File: src/rtl/sbc_map.svh
// constants of the serial boost configuration shifter
`ifndef SBC_MAP_SVH
`define SBC_MAP_SVH

// ==========================================================
// serial chain layout
`define SBC_CHAIN_LEN   21
`define SBC_OVR_POS     0
`define SBC_FIELD_BASE  1
`define SBC_CODE_W      5
`define SBC_NUM_CH      4
`define SBC_WORK_RESET  21'h000000

// ==========================================================
// timing
`define SBC_CLK_KHZ     40000
`define SBC_SCLK_MAX_KHZ 20000
`define SBC_SCLK_KHZ    5000
`define SBC_HALF_CYC    (`SBC_CLK_KHZ / (2 * `SBC_SCLK_KHZ))
`define SBC_TSCK_NS     100
`define SBC_TSCK_CYC    ((`SBC_TSCK_NS * `SBC_CLK_KHZ + 999999) / 1000000)
`define SBC_THEN_NS     100
`define SBC_THEN_CYC    ((`SBC_THEN_NS * `SBC_CLK_KHZ + 999999) / 1000000)

// ==========================================================
// host register map (apb byte addresses)
`define SBC_ADDR_CTRL   8'h00
`define SBC_ADDR_STAT   8'h04
`define SBC_ADDR_DATA0  8'h08
`define SBC_ADDR_DATA1  8'h0C
`define SBC_CTRL_GO     0
`define SBC_CTRL_LEN_LO 8
`define SBC_CTRL_LEN_HI 14
`define SBC_STAT_BUSY   0
`define SBC_STAT_DONE   1
`define SBC_LEN_RESET   7'h15
`define SBC_LEN_MAX     7'h40

`endif

File: src/rtl/sbc_pkg.sv
// types shared by both ends of the serial boost link
package sbc_pkg;

  typedef logic [4:0] sbc_code_t;
  typedef logic [3:0][4:0] sbc_code_arr_t;

  // gray codes along idle, setup, bit loop, hold, gap
  typedef enum logic [2:0] {
    SBC_IDLE  = 3'h0,
    SBC_SETUP = 3'h1,
    SBC_LOW   = 3'h3,
    SBC_HIGH  = 3'h2,
    SBC_HOLD  = 3'h6,
    SBC_GAP   = 3'h4
  } sbc_host_state_t;

endpackage : sbc_pkg

File: src/rtl/sbc_link_if.sv
// three-wire serial link plus daisy output
`timescale 1ns/1ps
`default_nettype none
interface sbc_link_if;
  logic sclk;
  logic sdi;
  logic loadEnable_n;
  logic sdo;

  modport host (
    output sclk,
    output sdi,
    output loadEnable_n,
    input  sdo
  );

  modport dev (
    input  sclk,
    input  sdi,
    input  loadEnable_n,
    output sdo
  );
endinterface : sbc_link_if
`default_nettype wire

File: src/rtl/sbc_host.sv
// host controller: apb registers in, serial link out
`timescale 1ns/1ps
`default_nettype none
`include "sbc_map.svh"
module sbc_host
  import sbc_pkg::*;
(
  input  wire logic        clk,
  input  wire logic        reset,
  input  wire logic        clkEn,
  input  wire logic        psel,
  input  wire logic        penable,
  input  wire logic        pwrite,
  input  wire logic [7:0]  paddr,
  input  wire logic [31:0] pwdata,
  output logic      [31:0] prdata,
  output logic             pready,
  output logic             pslverr,
  sbc_link_if.host         link
);

  // ==========================================================
  // apb slave
  logic [31:0] data0_q, data0_d, data1_q, data1_d, prdata_q, prdata_d;
  logic [6:0]  len_q, len_d;
  logic        pready_q, pready_d, pslverr_q, pslverr_d;
  logic        done_q, done_d, go;
  logic        busy, finish, wrAcc, hit;

  // one wait-free access: pready rises in the access cycle
  always_comb begin
    wrAcc     = psel & penable & pready_q & pwrite;
    hit       = paddr == `SBC_ADDR_CTRL || paddr == `SBC_ADDR_STAT ||
                paddr == `SBC_ADDR_DATA0 || paddr == `SBC_ADDR_DATA1;
    pready_d  = psel & ~penable;
    pslverr_d = psel & ~penable & ~hit;
    prdata_d  = prdata_q;
    data0_d   = data0_q;
    data1_d   = data1_q;
    len_d     = len_q;
    go        = 1'b0;
    done_d    = done_q;
    if (psel && !penable) begin
      unique case (paddr)
        `SBC_ADDR_CTRL:  prdata_d = {17'h00000, len_q, 8'h00};
        `SBC_ADDR_STAT:  prdata_d = {30'h00000000, done_q, busy};
        `SBC_ADDR_DATA0: prdata_d = data0_q;
        `SBC_ADDR_DATA1: prdata_d = data1_q;
        default:         prdata_d = 32'h00000000;
      endcase
    end
    if (wrAcc && paddr == `SBC_ADDR_CTRL) begin
      len_d = pwdata[`SBC_CTRL_LEN_HI:`SBC_CTRL_LEN_LO];
      // the device needs a whole frame, and the shifter holds 64
      if (len_d < 7'(`SBC_CHAIN_LEN)) len_d = 7'(`SBC_CHAIN_LEN);
      if (len_d > `SBC_LEN_MAX) len_d = `SBC_LEN_MAX;
      go = pwdata[`SBC_CTRL_GO] & ~busy;
    end
    if (wrAcc && paddr == `SBC_ADDR_DATA0) data0_d = pwdata;
    if (wrAcc && paddr == `SBC_ADDR_DATA1) data1_d = pwdata;
    // write one clears done, but a finishing frame wins
    if (wrAcc && paddr == `SBC_ADDR_STAT && pwdata[`SBC_STAT_DONE]) done_d = 1'b0;
    if (finish) done_d = 1'b1;
  end

  always_ff @(posedge clk or posedge reset) begin
    if (reset) begin
      prdata_q  <= 32'h00000000;
      pready_q  <= 1'b0;
      pslverr_q <= 1'b0;
      data0_q   <= 32'h00000000;
      data1_q   <= 32'h00000000;
      len_q     <= `SBC_LEN_RESET;
      done_q    <= 1'b0;
    end else if (clkEn) begin
      prdata_q  <= prdata_d;
      pready_q  <= pready_d;
      pslverr_q <= pslverr_d;
      data0_q   <= data0_d;
      data1_q   <= data1_d;
      len_q     <= len_d;
      done_q    <= done_d;
    end
  end

  // ==========================================================
  // serial sequencer, clock made by dividing clk
  sbc_host_state_t st_q, st_d;
  logic [63:0] shift_q, shift_d;
  logic [6:0]  left_q, left_d;
  logic [3:0]  tmr_q, tmr_d;
  logic        sclk_q, sclk_d, sdi_q, sdi_d, en_q, en_d;

  always_comb begin
    st_d    = st_q;
    shift_d = shift_q;
    left_d  = left_q;
    tmr_d   = tmr_q;
    sclk_d  = sclk_q;
    sdi_d   = sdi_q;
    en_d    = en_q;
    finish  = 1'b0;
    busy    = st_q != SBC_IDLE;
    if (tmr_q != 4'h0) begin
      tmr_d = tmr_q - 4'h1;
    end else begin
      unique case (st_q)
        SBC_IDLE: begin
          if (go) begin
            // left-align so the first bit sent is the farthest register
            shift_d = {data1_q, data0_q} << (7'h40 - len_d);
            left_d  = len_d;
            en_d    = 1'b0;
            tmr_d   = 4'(`SBC_TSCK_CYC - 1);
            st_d    = SBC_SETUP;
          end
        end
        SBC_SETUP: begin
          sdi_d = shift_q[63];
          tmr_d = 4'(`SBC_HALF_CYC - 1);
          st_d  = SBC_LOW;
        end
        SBC_LOW: begin
          sclk_d = 1'b1;
          tmr_d  = 4'(`SBC_HALF_CYC - 1);
          st_d   = SBC_HIGH;
        end
        SBC_HIGH: begin
          sclk_d  = 1'b0;
          shift_d = {shift_q[62:0], 1'b0};
          left_d  = left_q - 7'h01;
          if (left_q == 7'h01) begin
            tmr_d = 4'(`SBC_THEN_CYC - 1);
            st_d  = SBC_HOLD;
          end else begin
            sdi_d = shift_q[62];
            tmr_d = 4'(`SBC_HALF_CYC - 1);
            st_d  = SBC_LOW;
          end
        end
        SBC_HOLD: begin
          en_d  = 1'b1;
          tmr_d = 4'(`SBC_THEN_CYC - 1);
          st_d  = SBC_GAP;
        end
        SBC_GAP: begin
          finish = 1'b1;
          st_d   = SBC_IDLE;
        end
        default: st_d = SBC_IDLE;
      endcase
    end
  end

  always_ff @(posedge clk or posedge reset) begin
    if (reset) begin
      st_q    <= SBC_IDLE;
      shift_q <= 64'h0000000000000000;
      left_q  <= 7'h00;
      tmr_q   <= 4'h0;
      sclk_q  <= 1'b0;
      sdi_q   <= 1'b0;
      en_q    <= 1'b1;
    end else if (clkEn) begin
      st_q    <= st_d;
      shift_q <= shift_d;
      left_q  <= left_d;
      tmr_q   <= tmr_d;
      sclk_q  <= sclk_d;
      sdi_q   <= sdi_d;
      en_q    <= en_d;
    end
  end

  assign prdata            = prdata_q;
  assign pready            = pready_q;
  assign pslverr           = pslverr_q;
  assign link.sclk         = sclk_q;
  assign link.sdi          = sdi_q;
  assign link.loadEnable_n = en_q;

endmodule : sbc_host
`default_nettype wire

File: src/flat_wrapper.sv
// flat-port wrapper written by rule: the top's interface ports become plain ports
module sbc_host_flat import sbc_pkg::*;
  (clk, reset, clkEn, psel, penable, pwrite, paddr, pwdata, prdata, pready, pslverr, link_sclk, link_sdi, link_loadEnable_n, link_sdo);
  sbc_link_if link_i ();
  input  wire logic clk;
  input  wire logic reset;
  input  wire logic clkEn;
  input  wire logic psel;
  input  wire logic penable;
  input  wire logic pwrite;
  input  wire logic [7:0] paddr;
  input  wire logic [31:0] pwdata;
  output logic      [31:0] prdata;
  output logic pready;
  output logic pslverr;
  output wire logic [$bits(link_i.sclk)-1:0] link_sclk;
  output wire logic [$bits(link_i.sdi)-1:0] link_sdi;
  output wire logic [$bits(link_i.loadEnable_n)-1:0] link_loadEnable_n;
  input wire logic [$bits(link_i.sdo)-1:0] link_sdo;
  assign link_sclk = link_i.sclk;
  assign link_sdi = link_i.sdi;
  assign link_loadEnable_n = link_i.loadEnable_n;
  assign link_i.sdo = link_sdo;
  sbc_host u_core (.clk(clk), .reset(reset), .clkEn(clkEn), .psel(psel), .penable(penable), .pwrite(pwrite), .paddr(paddr), .pwdata(pwdata), .prdata(prdata), .pready(pready), .pslverr(pslverr), .link(link_i));
endmodule
File: config.mk
export PLATFORM = sky130hd
export DESIGN_NAME = sbc_host_flat
export DESIGN_NICKNAME = d
export VERILOG_FILES = /design/src/rtl/sbc_pkg.sv /design/src/rtl/sbc_link_if.sv /design/src/rtl/sbc_host.sv /design/src/flat_wrapper.sv
export VERILOG_INCLUDE_DIRS = /design/src /design/src/rtl
export SDC_FILE = /design/constraint.sdc
export NUM_CORES = 1
export LEC_CHECK = 0
export ABC_AREA = 1
export BUFFER_PORTS_ARGS = -buffer_cell sky130_fd_sc_hd__buf_2
export CAP_MARGIN = 20
export CORE_MARGIN = 10
export CORE_UTILIZATION = 35
export CTS_BUF_LIST = sky130_fd_sc_hd__clkbuf_4 sky130_fd_sc_hd__clkbuf_8 sky130_fd_sc_hd__clkbuf_16
export DETAILED_ROUTE_END_ITERATION = 16
export GPL_TIMING_DRIVEN = 1
export PLACE_DENSITY = 0.52
export SYNTH_ARGS = -nofsm -noshare
export SYNTH_HDL_FRONTEND = slang
export SYNTH_SLANG_ARGS = --single-unit
File: constraint.sdc
create_clock -name clk -period 13.9 [get_ports clk]
set_input_delay 0.695 -clock clk [delete_from_list [all_inputs] [get_ports clk]]
set_output_delay 0.695 -clock clk [all_outputs]
set_load 0.01 [all_outputs]
### Yosys cells after proc, flatten, opt, wreduce, memory -nomap -nowiden

Cells that the tools add are included.

* input port bits: 47
* logic and storage cells: 98
* register bits after elaboration: 187

* reductions and logical operators: 31
* add/subtract/negate cells: 3
* bitwise operators: 10
* equality and inequality tests: 12
* order comparisons: 2
* shift-type cells: 1
* mux-type cells: 25

Operator list (number)
* 32-bit case mux with 4 select lines: 1
* 64-bit case mux with 2 select lines: 1
* 64-bit two-way mux: 1
* 64-bit by 7-bit left shift with 64-bit output: 1
* 7-bit two-way mux: 5
* 8-bit by 4-bit == test with 1-bit output (second input constant): 2
* 3-bit case mux with 5 select lines: 1
* 7-bit case mux with 2 select lines: 1
* 4-bit AND reduction: 3
* 2-bit nonzero test: 5
* 3-bit AND reduction: 3
* 8-bit by 3-bit == test with 1-bit output (second input constant): 1
* 8-bit zero test: 1
* 4-bit two-way mux: 2
* 4-bit case mux with 2 select lines: 1
* 2-bit AND reduction: 4
* 7-bit by 1-bit == test with 1-bit output (second input constant): 1
* 7-bit greater-than comparator (second input constant): 1
* 7-bit by 5-bit less-than comparator with 1-bit output (second input constant): 1
* 1-bit two-way mux: 7
* 7-bit by 1-bit subtractor with 7-bit output (second input constant): 1
* 7-bit subtractor (first input constant): 1
* 1-bit bitwise AND: 6
* 3-bit by 2-bit == test with 1-bit output (second input constant): 2
* 16 further kinds: 31

### Longest topological paths before layout

* depth in word-level cells: 12
* mapped depth: 25
* mapped depth without buffers: 24

### Least setup slack after synthesis

OpenSTA, ideal clock, no wires.

* kind: in2reg
* start point: input port paddr[4]
* end point: register u_core.shift_q[62]
* stages on the path: 21
* data arrival time: 3.382 ns
* setup slack: 10.447 ns
* buffers on the path: 4
* path through: nor2_2 -> nand2_4 -> nor2_8 -> nand2_4 -> nor2_4 -> nand2_1 -> nand2_2 -> inv_2 -> buf_2 -> ha_1 -> clkbuf_1 -> buf_1 -> buf_1 -> nand3_1 -> nand2_1 -> nand2_1 -> nand3_1 -> nand3_1 -> a21oi_2 -> nor2_1 -> nor2_1

* cells in the longest elaborated chain, start to end: 7

RTL lines
* start, declared: RTL line flat_wrapper.sv:11 `input wire logic [7:0] paddr;`
* 8-bit zero test (no source line) *
* 1-bit logical AND (no source line) *
* 7-bit two-way mux: RTL line sbc_host.sv:52 `` if (wrAcc && paddr == `SBC_ADDR_CTRL) begin ``
* 7-bit subtractor: RTL line sbc_host.sv:111 `shift_d = {data1_q, data0_q} << (7'h40 - len_d);`
* 64-bit by 7-bit left shift with 64-bit output: RTL line sbc_host.sv:111
* 64-bit two-way mux: RTL line sbc_host.sv:109 `if (go) begin`
* 64-bit case mux with 2 select lines: RTL line sbc_host.sv:107 `unique case (st_q)`
* end signal, assigned: RTL line sbc_host.sv:166 `shift_q <= shift_d;`
* end, declared: RTL line sbc_host.sv:89 `logic [63:0] shift_q, shift_d;`

Every way passes the cells marked *; elsewhere a longest branch is shown, timed or not. The select of a mux whose other input is x is not followed.
A chain may end at the register's enable or synchronous reset.

### Worst setup path after layout

* start point: input port pwdata[13]
* end point: register u_core.shift_q[5]

* cells in the longest elaborated chain, start to end: 10

RTL lines
* start, declared: RTL line flat_wrapper.sv:12 `input wire logic [31:0] pwdata;`
* 7-bit by 5-bit less-than comparator with 1-bit output: RTL line sbc_host.sv:55 `` if (len_d < 7'(`SBC_CHAIN_LEN)) len_d = 7'(`SBC_CHAIN_LEN); ``
* 7-bit two-way mux *: RTL line sbc_host.sv:55
* 7-bit two-way mux *: RTL line sbc_host.sv:52
* 7-bit greater-than comparator (no source line)
* 7-bit two-way mux *: RTL line sbc_host.sv:56 `` if (len_d > `SBC_LEN_MAX) len_d = `SBC_LEN_MAX; ``
* 7-bit two-way mux *: RTL line sbc_host.sv:52
* 7-bit subtractor *: RTL line sbc_host.sv:111
* 64-bit by 7-bit left shift with 64-bit output *: RTL line sbc_host.sv:111
* 64-bit two-way mux *: RTL line sbc_host.sv:109
* 64-bit case mux with 2 select lines *: RTL line sbc_host.sv:107

Marks and branches as above.

==> metrics.md <==
| Metric | Value |
|---|---|
| Outcome | `finished clean` |
| Kind of critical path | `in -> reg` |
| GP Congestion | `approximately 0.9` |
| Syn_nets | `2089` |
| Relative slew slack | `41.5%` |
| Wirelength per Cell | `between 15 and 20 um` |
| Top cells by count, synth | `nand2_1, nand3_1, dfrtp_1` |
| FFs w/ async S/R, synth | `100%` |
| PnR worst setup slack | `around 9 ns` |
| Final hold vios | `0` |
| Worst hold path type | `in -> async` |
| Clock Latency Late Sink | `between 0.4 and 0.5 ns` |
| CTS Buf Count | `17` |
| Die area | `around 0.046 sq mm` |
| Final Util | `between 30% and 40%` |
| Pwr per Cell Area | `roughly 120 mW/mm^2` |
| Iter 0 DRT Violations | `around 1400` |
| CTS sink count | `~190` |
| Finish-stage setup viols | `0` |
| Achievable Freq | `around 210 MHz` |
| Total length of routed wires | `around 45000 um` |
| DRC | `0` |
| Reg2Reg Capture Point | `u_core.shift_q[5]` |
| Gr usage total | `19.6%` |
| Mapped Area | `0.0132 sq mm` |
| Maximum vdd ir drop | `roughly 0.000083 V` |
| Hold Slack | `about 0.38 ns` |
| Post-synth top flop | `dfrtp_1` |
| Worst slack, placed | `8.69 ns` |
| Die Wd | `~210 um` |
| Final Critical Period | `between 4 and 5 ns` |
| Crit path launch type | `primary input` |
| Layout Skew | `between 0.015 and 0.02 ns` |
| CP Capture Type | `register` |
| P&R area growth vs syn | `8.94%` |
| Htree depth | `4` |
| Core Region | `0.0375 sq mm` |
| RSZ-0062 raised after global routing | `false` |
| Final setup TNS | `0 ns` |
| Io pins | `84` |
| Resized Gates After CTS | `0` |
| WP data required | `around 14 ns` |
| Largest net degree at the start of global routing | `120` |
| Worst slew pin tran | `between 0.8 and 0.9 ns` |
| DR vias | `around 13000` |
| Lkg Pwr | `7.16 nW` |
| Total gr overflow | `0` |
| Pre-antenna DRT Iters | `7` |
| Max-Cap Viols | `0` |
| First-pass GRT wire length | `72100 um` |
| Reg2Reg Depth | `18` |
| Worst EP arrival | `approximately 5.2 ns` |
| R2R Setup Slk | `about 9.1 ns` |
| Avg Vias per Cell | `5.25` |
| Port buffer count | `82` |
| Final HPWL DP | `roughly 32000 um` |
| Antenna violations before repair | `0` |
| Hold Buf Count CTS | `0` |
| Post-synth top area share | `34.6%` |
| Number of global-route vias before repair | `12846` |
| Layout cells sized above 1 | `between 10 and 15%` |
| ANT cells | `0` |
| Count leader, synth | `nand2_1` |
| Post-CTS setup buffer count | `0` |
| Root buf cell | `clkbuf_16` |
| Fin. max-slew vios | `0` |
| Unique masters post-synth | `44` |
| Syn Inst Count | `between 2000 and 2500` |
| CTS tree | `done` |
| R2r startpoint | `u_core.pready` |
| Tcrit/Tclk final | `around a third` |
| Yosys reg bits | `around 190` |
| # rows | `71` |
| Initial cell density of the core | `35.3%` |
| CTS clk-pin slew, worst paths | `around 0.08 ns` |
| Dominant cell type by area after synthesis | `dfrtp_1` |
| Mean post-synth cell area | `about 6.5 sq um` |
| Tot Pwr | `0.00174 W` |
| Top cells by area, synth | `dfrtp_1, nand2_1, nand3_1` |
| Yosys warnings | `0` |
| Final nets | `2083` |
| Critical Path Fanout Max | `between 70 and 80` |
| Max clock buf depth | `2` |
| Die Ht | `214 um` |
| DRT antenna net count | `0` |
| Post-synth EDFFs | `0` |
| Seq/Total Area, Yosys | `35.4%` |
==> cell usage in the layout, fill, tap and decap left out, types with 22 or more instances in the layout <==
cell type  count
a21oi_1       72
o22ai_1       29
buf_4         22
or2_2         22
o21ai_0      104
inv_1        167
nor2_1        56
a2bb2oi_1     27
nand2_1      721
buf_2         83
nand3_1      412
dfrtp_1      183
==> sequential cells by signal, indices dropped and copies added (netlist names) <==
register / cells
u_core.data0_q: 32
u_core.left_q: 7
u_core.pslverr: 1
u_core.len_q: 7
u_core.shift_q: 64
u_core.link.loadEnable_n: 1
u_core.pready: 1
u_core.data1_q: 32
u_core.done_q: 1
u_core.tmr_q: 4
u_core.st_q: 3
u_core.prdata: 32
u_core.link.sdi: 1
u_core.link.sclk: 1
==> power by group <==
part	internal [W]	switching (W)
logic	0.000187	0.000356
registers	0.000656	0.0000641
clock network	0.000235	0.000242
total	0.00108	0.000662
==> area by class of cell <==
type                    instances  area, sq um
fillers                      4129        23100
multi-input cells            1542         7230
flip-flops and latches        187         4680
inverters                     177          674
well taps                     511          639
repair buffers                107          621
clock buffers                  17          425
clock inverters                15          129
==> stage by stage <==
step / instances / instance area [sq um]
finish: 2556 / 14400
global route: 2556 / 14400
detailed placement: 2522 / 13800
floorplan: 2038 / 13200
CTS: 2554 / 14400
global placement: 2521 / 13800
==> metal layers <==
metal	vias up	global-route usage [%]	wire length (um)
li1	6648	-	-
met1	6351	26.8	21300
met2	372	30.9	20400
met3	43	3.27	2380
met4	0	6.03	956
met5	-	0	0
==> critical path, cell delays in order <==
cell	delay, ns
buf_2	0.11
inv_1	0.14
nand2_1	0.09
nor2_1	0.09
nand2_1	0.06
nand2_2	0.09
nand2_1	0.07
nand2_2	0.06
buf_4	0.55
nand2_2	0.11
inv_2	0.32
ha_2	0.36
buf_4	0.32
inv_2	0.11
buf_4	0.62
nand3_1	0.27
o21ai_1	0.40
nand2_1	0.16
nor2_1	0.18
nand2_1	0.08
a2bb2oi_1	0.16
==> how the worst max path moves through the flow <==
stage,slack (ns),depth (start not counted),to,start
after floorplan,8.13,1,u_core.data0_q[0],reset
after global placement,8.71,21,u_core.shift_q[37],pwdata[13]
after detailed placement,8.69,21,u_core.shift_q[5],pwdata[13]
after CTS,9.17,18,u_core.shift_q[5],u_core.pready
after global routing,8.78,26,u_core.shift_q[46],pwdata[13]
final,9.13,21,u_core.shift_q[5],pwdata[13]
==> logic make-up after synthesis <==
family          share of synthesized area, %
flops                                   35.4
compound gates                          11.9
xor+xnor                               0.530
simple gates                            41.6
fa+ha+maj                              0.378
buf+inv                                 10.2
Power figures use the tool's default switching activity.
